$ cat src/rtl/rlsr_defs.vh
`ifndef RLSR_DEFS_VH
`define RLSR_DEFS_VH

// Register offsets on the control interface.
`define RLSR_ADDR_WARN_LIMIT 8'h20
`define RLSR_ADDR_WARN_STATUS 8'h24
`define RLSR_ADDR_READBACK 8'h26
`define RLSR_ADDR_LOCK 8'h2A
`define RLSR_ADDR_RAMP_STATUS 8'h2B
`define RLSR_ADDR_RAMP_CONFIG 8'h2C
`define RLSR_ADDR_PHASE_STATUS 8'h2D
`define RLSR_ADDR_PHASE_CONFIG 8'h2E

// Field positions.
`define RLSR_WARN_BIT 0
`define RLSR_LOCK_BIT 0
`define RLSR_RAMP_MSB 3
`define RLSR_LIMIT_MSB 4

// Reset values.
`define RLSR_WARN_LIMIT_RST 8'hFF
`define RLSR_RAMP_CONFIG_RST 4'h0
`define RLSR_RAMP_STATUS_RST 4'h0
`define RLSR_PHASE_CONFIG_RST 5'h00
`define RLSR_READBACK_RST 8'h00

// Ramp time table, in microseconds at a 1 V reference.
`define RLSR_RAMP_FAST_STEP_US 14'd150
`define RLSR_RAMP_CODE6_US 14'd1000
`define RLSR_RAMP_SLOW_STEP_US 14'd1000
`define RLSR_RAMP_FIRST_SLOW 4'h7
`define RLSR_RAMP_SLOW_OFFSET 4'h5
`define RLSR_RAMP_CODE6 4'h6

// Phase limit threshold, in millivolts.
`define RLSR_LIMIT_BASE_MV 11'd200
`define RLSR_LIMIT_STEP_MV 11'd50

`endif

$ cat src/rtl/rlsr_regs.v
`timescale 1ns/1ps
`include "rlsr_defs.vh"

// Operation
// - Warning status bit 0 is set while readback exceeds the warning limit.
// - Readback register returns the 8-bit conversion; full code means 2 V.
// - Writing one to lock bit 0 freezes every lockable limit register.
// - Lock holds until power cycles; no register write can clear it.
// - At power-on the ramp strap code is loaded into ramp status.
// - Ramp config holds a 4-bit host code that can override the strap.
// - Written ramp code applies only when its select bit is set.
// - Ramp code in bits 3:0 maps to 0.15 ms up to 10 ms.
// - By default the phase limit follows the resistor-derived code continuously.
// - Phase limit config holds a 5-bit code in bits 4:0.
// - Programmed limit code replaces resistor code only when selected.
// - Limit code maps 0x00 to 0.2 V, steps 50 mV, to 1.75 V.
// - A phase entering current limit sets its status bit.
// - Status bit 0 is phase 1 up to bit 7 for phase 8.
// - Exceeding the warning limit also raises the overcurrent flag and alert.
// - Warning limit register resets to all ones.
module rlsr_regs (
   clk,
   reset,
   reg_addr,
   reg_wr,
   reg_rd,
   reg_wdata,
   reg_rdata_r,
   reg_rvalid_r,
   current_sense_pin,
   current_sense_valid,
   ramp_select_pin,
   ramp_override_sel,
   limit_resistor_pin,
   limit_override_sel,
   phase_limit_hit,
   active_ramp_code_r,
   ramp_time_us_r,
   active_limit_code_r,
   limit_threshold_mv_r,
   overcurrent_warning_flag_r,
   alert_r,
   lock_state_r
);

   input wire clk;
   input wire reset;
   input wire [7:0] reg_addr;
   input wire reg_wr;
   input wire reg_rd;
   input wire [7:0] reg_wdata;
   output reg [7:0] reg_rdata_r;
   output reg reg_rvalid_r;
   input wire [7:0] current_sense_pin;
   input wire current_sense_valid;
   input wire [3:0] ramp_select_pin;
   input wire ramp_override_sel;
   input wire [4:0] limit_resistor_pin;
   input wire limit_override_sel;
   input wire [7:0] phase_limit_hit;
   output reg [3:0] active_ramp_code_r;
   output wire [13:0] ramp_time_us_r;
   output reg [4:0] active_limit_code_r;
   output wire [10:0] limit_threshold_mv_r;
   output reg overcurrent_warning_flag_r;
   output reg alert_r;
   output reg lock_state_r;

   // Lockable registers are the limit and configuration registers.
   function is_lockable;
      input [7:0] addr;
      begin
         is_lockable = (addr == `RLSR_ADDR_WARN_LIMIT) ||
                       (addr == `RLSR_ADDR_RAMP_CONFIG) ||
                       (addr == `RLSR_ADDR_PHASE_CONFIG);
      end
   endfunction

   reg [7:0] warn_limit_r;
   reg [7:0] readback_r;
   reg [3:0] ramp_status_r;
   reg [3:0] ramp_config_r;
   reg [4:0] phase_config_r;
   reg [7:0] phase_status_r;
   reg [7:0] phase_hit_d_r;
   reg strap_done_r;
   reg warn_status_r;
   reg [7:0] rdata_nxt;
   wire wr_ok;
   wire phase_status_rd;

   // A write to a lockable register is dropped silently once locked.
   assign wr_ok = reg_wr && !(lock_state_r && is_lockable(reg_addr));
   assign phase_status_rd = reg_rd && (reg_addr == `RLSR_ADDR_PHASE_STATUS);

   // The lock only sets; reset stands for the power cycle that clears it.
   always @(posedge clk) begin
      if (reset) begin
         lock_state_r <= 1'b0;
      end else if (reg_wr && reg_addr == `RLSR_ADDR_LOCK &&
                   reg_wdata[`RLSR_LOCK_BIT]) begin
         lock_state_r <= 1'b1;
      end
   end

   // Host-writable limit and configuration registers.
   always @(posedge clk) begin
      if (reset) begin
         warn_limit_r <= `RLSR_WARN_LIMIT_RST;
         ramp_config_r <= `RLSR_RAMP_CONFIG_RST;
         phase_config_r <= `RLSR_PHASE_CONFIG_RST;
      end else if (wr_ok) begin
         case (reg_addr)
            `RLSR_ADDR_WARN_LIMIT: begin
               warn_limit_r <= reg_wdata;
            end
            `RLSR_ADDR_RAMP_CONFIG: begin
               ramp_config_r <= reg_wdata[`RLSR_RAMP_MSB:0];
            end
            `RLSR_ADDR_PHASE_CONFIG: begin
               phase_config_r <= reg_wdata[`RLSR_LIMIT_MSB:0];
            end
            default: begin
               warn_limit_r <= warn_limit_r;
            end
         endcase
      end
   end

   // The strap is caught on the first clock after reset release, never by
   // the reset itself, so the pin level is read only when it has settled.
   always @(posedge clk) begin
      if (reset) begin
         strap_done_r <= 1'b0;
         ramp_status_r <= `RLSR_RAMP_STATUS_RST;
      end else if (!strap_done_r) begin
         strap_done_r <= 1'b1;
         ramp_status_r <= ramp_select_pin;
      end
   end

   // Each conversion result is held until the next one arrives.
   always @(posedge clk) begin
      if (reset) begin
         readback_r <= `RLSR_READBACK_RST;
      end else if (current_sense_valid) begin
         readback_r <= current_sense_pin;
      end
   end

   // Warning compare is strict: equal to the limit is not a warning, so the
   // all-ones reset value can never trip it.
   always @(posedge clk) begin
      if (reset) begin
         warn_status_r <= 1'b0;
         overcurrent_warning_flag_r <= 1'b0;
         alert_r <= 1'b0;
      end else begin
         warn_status_r <= readback_r > warn_limit_r;
         overcurrent_warning_flag_r <= readback_r > warn_limit_r;
         alert_r <= readback_r > warn_limit_r;
      end
   end

   // Select bits choose between host codes and strap or resistor codes.
   always @(posedge clk) begin
      if (reset) begin
         active_ramp_code_r <= `RLSR_RAMP_STATUS_RST;
         active_limit_code_r <= `RLSR_PHASE_CONFIG_RST;
      end else begin
         if (ramp_override_sel) begin
            active_ramp_code_r <= ramp_config_r;
         end else begin
            active_ramp_code_r <= ramp_status_r;
         end
         if (limit_override_sel) begin
            active_limit_code_r <= phase_config_r;
         end else begin
            active_limit_code_r <= limit_resistor_pin;
         end
      end
   end

   // Per-phase sticky status, set on entry to limit and cleared by a read.
   // A new entry in the reading cycle wins so no event is lost.
   genvar gi;
   generate
      for (gi = 0; gi < 8; gi = gi + 1) begin : g_phase
         always @(posedge clk) begin
            if (reset) begin
               phase_hit_d_r[gi] <= 1'b0;
               phase_status_r[gi] <= 1'b0;
            end else begin
               phase_hit_d_r[gi] <= phase_limit_hit[gi];
               if (phase_limit_hit[gi] && !phase_hit_d_r[gi]) begin
                  phase_status_r[gi] <= 1'b1;
               end else if (phase_status_rd) begin
                  phase_status_r[gi] <= 1'b0;
               end
            end
         end
      end
   endgenerate

   // Read multiplexer; reserved bits and unmapped offsets read as zero.
   always @* begin
      case (reg_addr)
         `RLSR_ADDR_WARN_LIMIT: rdata_nxt = warn_limit_r;
         `RLSR_ADDR_WARN_STATUS: rdata_nxt = {7'h00, warn_status_r};
         `RLSR_ADDR_READBACK: rdata_nxt = readback_r;
         `RLSR_ADDR_LOCK: rdata_nxt = {7'h00, lock_state_r};
         `RLSR_ADDR_RAMP_STATUS: rdata_nxt = {4'h0, ramp_status_r};
         `RLSR_ADDR_RAMP_CONFIG: rdata_nxt = {4'h0, ramp_config_r};
         `RLSR_ADDR_PHASE_STATUS: rdata_nxt = phase_status_r;
         `RLSR_ADDR_PHASE_CONFIG: rdata_nxt = {3'h0, phase_config_r};
         default: rdata_nxt = 8'h00;
      endcase
   end

   // Read data appear one cycle after the read strobe.
   always @(posedge clk) begin
      if (reset) begin
         reg_rdata_r <= 8'h00;
         reg_rvalid_r <= 1'b0;
      end else begin
         reg_rvalid_r <= reg_rd;
         if (reg_rd) begin
            reg_rdata_r <= rdata_nxt;
         end
      end
   end

   // Unit conversion of the active codes for the regulation loop.
   rlsr_scale u_scale (
      .clk(clk),
      .reset(reset),
      .ramp_code(active_ramp_code_r),
      .limit_code(active_limit_code_r),
      .ramp_time_us_r(ramp_time_us_r),
      .limit_mv_r(limit_threshold_mv_r)
   );

endmodule

$ cat src/rtl/rlsr_scale.v
`timescale 1ns/1ps
`include "rlsr_defs.vh"

// Converts the active ramp and limit codes to physical units.
module rlsr_scale (
   input wire clk,
   input wire reset,
   input wire [3:0] ramp_code,
   input wire [4:0] limit_code,
   output reg [13:0] ramp_time_us_r,
   output reg [10:0] limit_mv_r
);

   reg [13:0] ramp_nxt;
   reg [10:0] limit_nxt;

   // Short codes step by 150 us except code six, which is 1 ms; long codes step 1 ms.
   always @* begin
      if (ramp_code == `RLSR_RAMP_CODE6) begin
         ramp_nxt = `RLSR_RAMP_CODE6_US;
      end else if (ramp_code < `RLSR_RAMP_FIRST_SLOW) begin
         ramp_nxt = `RLSR_RAMP_FAST_STEP_US * {10'h000, ramp_code + 4'h1};
      end else begin
         ramp_nxt = `RLSR_RAMP_SLOW_STEP_US *
                    {10'h000, ramp_code - `RLSR_RAMP_SLOW_OFFSET};
      end
      limit_nxt = `RLSR_LIMIT_BASE_MV +
                  `RLSR_LIMIT_STEP_MV * {6'h00, limit_code};
   end

   // Registered so that downstream timing sees a clean value.
   always @(posedge clk) begin
      if (reset) begin
         ramp_time_us_r <= 14'h0000;
         limit_mv_r <= 11'h000;
      end else begin
         ramp_time_us_r <= ramp_nxt;
         limit_mv_r <= limit_nxt;
      end
   end

endmodule
$ cat config.mk
export PLATFORM = sky130hd
export DESIGN_NAME = rlsr_regs
export DESIGN_NICKNAME = d
export VERILOG_FILES = /design/src/rtl/rlsr_regs.v /design/src/rtl/rlsr_scale.v
export VERILOG_INCLUDE_DIRS = /design/src /design/src/rtl
export SDC_FILE = /design/constraint.sdc
export NUM_CORES = 1
export LEC_CHECK = 0
export BUFFER_PORTS_ARGS = -buffer_cell sky130_fd_sc_hd__buf_2
export CORE_ASPECT_RATIO = 1.25
export CORE_MARGIN = 2
export CORE_UTILIZATION = 45
export DETAILED_ROUTE_END_ITERATION = 6
export PLACE_DENSITY = 0.79
export SLEW_MARGIN = 20
export SYNTH_ARGS = -nofsm -noshare
export SYNTH_HDL_FRONTEND = slang
export SYNTH_SLANG_ARGS = --single-unit
$ cat constraint.sdc
create_clock -name clk -period 4 [get_ports clk]
set_clock_uncertainty 0.15 [all_clocks]
set_input_delay 0.8 -clock clk [delete_from_list [all_inputs] [get_ports clk]]
set_output_delay 0.8 -clock clk [all_outputs]
set_load 0.02 [all_outputs]
=== After elaboration in Yosys (flattened, before gate mapping) ===
Cells that the tools add are included.

* Register bits: 91
* Bits of input ports: 48
* Output and inout port bits: 46
* Word-level logic and storage cells: 104

* $add $sub $neg: 3
* Multiply operators: 3
* $lt $le $gt $ge: 2
* Eq/ne operators: 9
* Multiplexer cells: 15
* Bitwise logic cells: 1
* Reduce and logical (&&, ||, !) cells: 38

{| class="wikitable"
|+ Operators with widths
! kind !! count
|-
| 8-bit by 6-bit equality test with 1-bit output, second input constant || 8
|-
| 8-bit case mux with 8 select lines || 1
|-
| 7-bit by 4-bit multiplier with 11-bit output, first input constant || 2
|-
| 2-bit nonzero test || 8
|-
| 1-bit logical AND || 13
|-
| 12-bit two-way mux || 1
|-
| 8-bit by 11-bit adder with 11-bit output, first input constant || 1
|-
| 5-bit by 5-bit multiplier with 10-bit output, first input constant || 1
|-
| 1-bit two-way mux || 10
|-
| 10-bit two-way mux || 1
|-
| 1-bit zero test || 9
|-
| 8-bit greater-than comparator || 1
|-
| 2-bit AND reduction || 3
|-
| 3-bit OR reduction || 2
|-
| 5-bit two-way mux || 1
|-
| 4-bit by 1-bit adder with 4-bit output, second input constant || 1
|-
| 4-bit by 3-bit equality test with 1-bit output, second input constant || 1
|-
| 4-bit by 3-bit < comparator with 1-bit output, second input constant || 1
|-
| 4-bit two-way mux || 1
|-
| 4-bit by 3-bit subtractor with 4-bit output, second input constant || 1
|-
| 1-bit logical OR || 2
|-
| 2-bit OR reduction || 1
|-
| 1-bit NOT || 1
|}

=== Logic depth before layout (Yosys ltp) ===
* Word-level depth: 7
* Depth in mapped cells: 14
* Mapped depth without buffers: 14

=== Modules after synthesis ===
A second synthesis with hierarchy kept.

* Cells, all modules: 530
* Area, all modules: 5038.6 um^2

{| class="wikitable"
|+ Modules (own cells, without submodules)
! module !! times used !! cells each !! area an instance (um^2)
|-
| rlsr_regs || 1 || 293 || 2849.0
|-
| rlsr_scale || 1 || 237 || 2189.6
|}

=== Least setup slack after synthesis ===
No wires, ideal clock.

* Path type: reg2reg
* Start point: register active_ramp_code_r[0]
* End point: register u_scale.ramp_time_us_r[13]
* Data arrival time: 3.892 ns
* Data required time: 3.733 ns
* Path slack: -0.160 ns
* Stages on the path, launching flop included: 15
* Clock period less this slack: 4.160 ns
* Cells stage by stage: dfxtp_1 -> inv_1 -> ha_1 -> xnor2_1 -> inv_1 -> fa_1 -> inv_1 -> fa_1 -> inv_1 -> ha_1 -> o21a_1 -> a21oi_1 -> o21ai_0 -> mux2i_1 -> nand2_1

* Word-level cells in the longest chain between the ends: 2

{| class="wikitable"
|+ Ends and longest elaborated chain
! what !! line !! source
|-
| from (decl) || rlsr_regs.v:61 || <nowiki>output reg [3:0] active_ramp_code_r;</nowiki>
|-
| from (signal assigned) || rlsr_regs.v:168 || <nowiki>active_ramp_code_r <= `RLSR_RAMP_STATUS_RST;</nowiki>
|-
| from (signal assigned) || rlsr_regs.v:172 || <nowiki>active_ramp_code_r <= ramp_config_r;</nowiki>
|-
| from (signal assigned) || rlsr_regs.v:174 || <nowiki>active_ramp_code_r <= ramp_status_r;</nowiki>
|-
| 4-bit by 3-bit subtractor with 4-bit output (no source line) (tied with other cells) || -- ||
|-
| 7-bit by 4-bit multiplier with 11-bit output (no source line) or 3-bit OR reduction (tied branches) || -- ||
|-
| to (signal assigned) || rlsr_scale.v:37 || <nowiki>ramp_time_us_r <= ramp_nxt;</nowiki>
|-
| to (decl) || rlsr_scale.v:10 || <nowiki>output reg [13:0] ramp_time_us_r,</nowiki>
|}

Several ways; a longest one is shown, not always the timed one.
A chain may end at the register's enable or synchronous reset.

=== Worst setup path in the final report ===
Ends and elaborated chain as after synthesis.

==> qor.yml <==
crit_path_start: "active_ramp_code_r[0]"
crit_type: "reg -> reg"
layout.nets: 732
worstRegToRegCells: 14
synth-async-reset-ratio_pct: 0
drc_errors: 0
synth_top_area_share_pct: 35.60
ys_seq_elements: 89
finalHoldViolCount: 0
synth_cell_types: 59
hold_slack_ps: 307.4
clock_sink_count: 89
core_area_um2: 10980
p_leak_uw: 0.002817
multi_input_area_um2: 2920
antenna_found_initial: 0
num_rows: 43
start_kind: "flop"
cts_tree: "yes"
synth_enable_flop_cells: 0
maxSlewViolCount: 0
io_pins: 94
vias: 4176
dieHeight_um: 121.9
yosys_warnings: 0
wl_per_cell_um: 15.41
finalWirelength_um: 11740
worst_ep_arrival_time_ps: 3870
dp.final_hpwl_um: 9176
ant_nets: 0
timing.rr.end: "u_scale.ramp_time_us_r[13]"
synthFlopType: "dfxtp_1"
maxSlewHeadroom_pct: 39.68
synth_area_leaders: "dfxtp_1 36%, ha_1 13%, mux2i_1 7.0%, nor2_1 4.0%, fa_1 3.6%"
cts_max_path_buffers: 2
port_buffers: 91
cap_violations: 0
grt.overflow.total: 0
fmax_mhz: 263.4
critPathMaxFanout: 6
syn_area_per_cell_um2: 9.303
slowest_stage: "fa_2"
clkLatencyLatePin_ps: 340
status: "finished clean"
cp-end-kind: "flop"
fin_cells: 762
holdCritPathClass: "reg -> reg"
grt_pass1_vias: 4240
power_density_nw_per_um2: 359.9
seq_area_um2: 1784
critPathMaxStageDelay_ps: 600
synthCells: 538
die_x_um: 98.33
fin_crit_sh_pct: 94.92
dp_cells: 742
grtUsageTotal_pct: 19.66
grt_max_degree: 40
synth_area_um2: 5005
worst_pin_slew_ps: 899.4
synth_top_area_cell: "dfxtp_1"
synth_most_common_cell: "dfxtp_1"
grt_pass1_wl_um: 19100
required_ps: 4070
crit_path_end: "u_scale.ramp_time_us_r[13]"
setup_violations: 0
die_area_um2: 11990
diodes: 0
cts_max_level: 3
fillers: 1027
cts-buffers-inserted: 9
yosysSeqAreaShare_pct: 35.60
drtIter0Drc: 182
rsz0062_at_grt: "no"
initial_utilization_pct: 45.60
first_pass_iters: 5
peakVddDrop_uv: 215.5
drive_gt1_share_pct: 21.69
hold_buffers: 0
reg2reg_from: "active_ramp_code_r[0]"
gp_congestion: 0.8697
yosys-top-cells-count: "89 x dfxtp_1, 53 x ha_1, 53 x nor2_1, 46 x inv_1, 35 x mux2i_1"
syn2layout_area_growth_pct: 17.32
r2r_slack_ps: 200
path_cells: "clkinvlp_4 -> ha_1 -> xnor2_2 -> inv_2 -> fa_2 -> inv_1 -> fa_1 -> inv_1 -> ha_1 -> o21a_1 -> a21oi_1 -> o21ai_0 -> mux2i_1 -> nand2_1"
cts_root_buffer: "clkbuf_16"
period_needed_ps: 3797
cts.clk_slew.worst_paths_ps: 60
avgViaCountPerCell: 5.480
setup_tns_ps: 0
worst min-delay path by stage:
stage | start | endpoint | slack (ps) | cells past startpoint
6_report | reg_rdata_r[0] | reg_rdata_r[0] | 310 | 2
2_1_floorplan | phase_status_r[0] | phase_status_r[0] | 290 | 1
3_5_place_dp | reg_rdata_r[0] | reg_rdata_r[0] | 310 | 2
4_1_cts | reg_rdata_r[0] | reg_rdata_r[0] | 310 | 2
3_3_place_gp | reg_rdata_r[0] | reg_rdata_r[0] | 280 | 2
5_1_grt | reg_rdata_r[0] | reg_rdata_r[0] | 330 | 2
state kept, by name, summed over array words and instances (netlist names):
signal and flops:
u_scale.ramp_time_us_r 13, phase_status_r 8, ramp_status_r 4, active_limit_code_r 5
active_ramp_code_r 4, phase_hit_d_r 8, reg_rvalid_r 1, phase_config_r 5
warn_status_r 1, u_scale.limit_mv_r 10, warn_limit_r 8, ramp_config_r 4
strap_done_r 1, reg_rdata_r 8, readback_r 8, lock_state_r 1
critical path: cells and delay by family (launching register included):
family | cells | cell delay, ps
XOR/XNOR | 1 | 230
adder cells (fa/ha/maj) | 4 | 1680
multiplexers | 1 | 200
AO/OA/AOI/OAI | 3 | 530
AND/OR/NAND/NOR | 1 | 70
buffers and inverters | 4 | 370
flip-flops | 1 | 420
per-layer routing:
| layer | vias to the layer above | GRT usage [%] | part of all wire [%] |
|---|---|---|---|
| met2 | 124 | 36.10 | 53 |
| li1 | 2041 | - | - |
| met4 | 0 | 7.877 | 2.2 |
| met5 | - | 0 | 0 |
| met3 | 23 | 4.303 | 5.8 |
| met1 | 1988 | 21.99 | 39 |
cells by family after synthesis:
family,count (synthesis),synth area share [%]
multiplexers,37,7.450
flip-flops,89,35.60
other,1,0.07493
buffers and inverters,75,6.450
AND/OR/NAND/NOR,141,13.98
adder cells (fa/ha/maj),62,16.85
AO/OA/AOI/OAI,110,15.58
XOR/XNOR,23,4.025
stage by stage:
stage / cell area (um^2) / utilization (%) / setup slack, ps / power, uW
after detailed placement: 5535 / 50.43 / 79.96 / 1320
after floorplan: 5010 / - / 130.5 / 1219
after global placement: 5535 / 50.43 / 200.3 / 1306
after global routing: 5872 / 53.50 / 17.40 / 2217
final: 5872 / 53.50 / 203.4 / 2113
after CTS: 5827 / 53.09 / 67.68 / 2131
report_power, final:
group | leakage [uW] | internal (uW) | total [uW] | switching [uW]
registers | 0.000731 | 925 | 949 | 24.0
clock network | 0.000142 | 458 | 807 | 349
logic | 0.00194 | 154 | 358 | 203
total | 0.00282 | 1540 | 2110 | 576
layout make-up:
class / instances / share of cell area, %
inverters: 46 / 3.004
clock buffers: 11 / 4.304
flip-flops and latches: 89 / 30.39
repair buffers: 101 / 9.035
well taps: 135 / 2.877
multi-input cells: 375 / 49.73
clock inverters: 5 / 0.6606
placed cells by master (no fill, tap or decap), types with 3 or more instances in the layout:
cell type	count
buf_2	91
dfxtp_1	87
nor2_1	53
ha_1	53
inv_1	44
mux2i_1	35
nand2_1	30
o21ai_0	22
a21oi_1	16
nor2b_1	16
a22o_1	14
xnor2_1	13
nand3_1	10
buf_4	10
xor2_1	9
clkbuf_16	9
fa_1	8
o211ai_1	7
a22oi_1	7
nand3b_1	6
a21o_1	6
a31oi_1	6
a211oi_1	4
o21a_1	4
nor3_1	4
nor3b_1	3
nand2_2	3
o211ai_2	3
timing repair:
action,4_1_cts,5_1_grt
endpoints found under the setup margin,0,5
gates resized for setup,0,5
endpoints found under the hold margin,0,0
buffers inserted,0,4
Note: power is estimated with default switching activity, not from simulation.
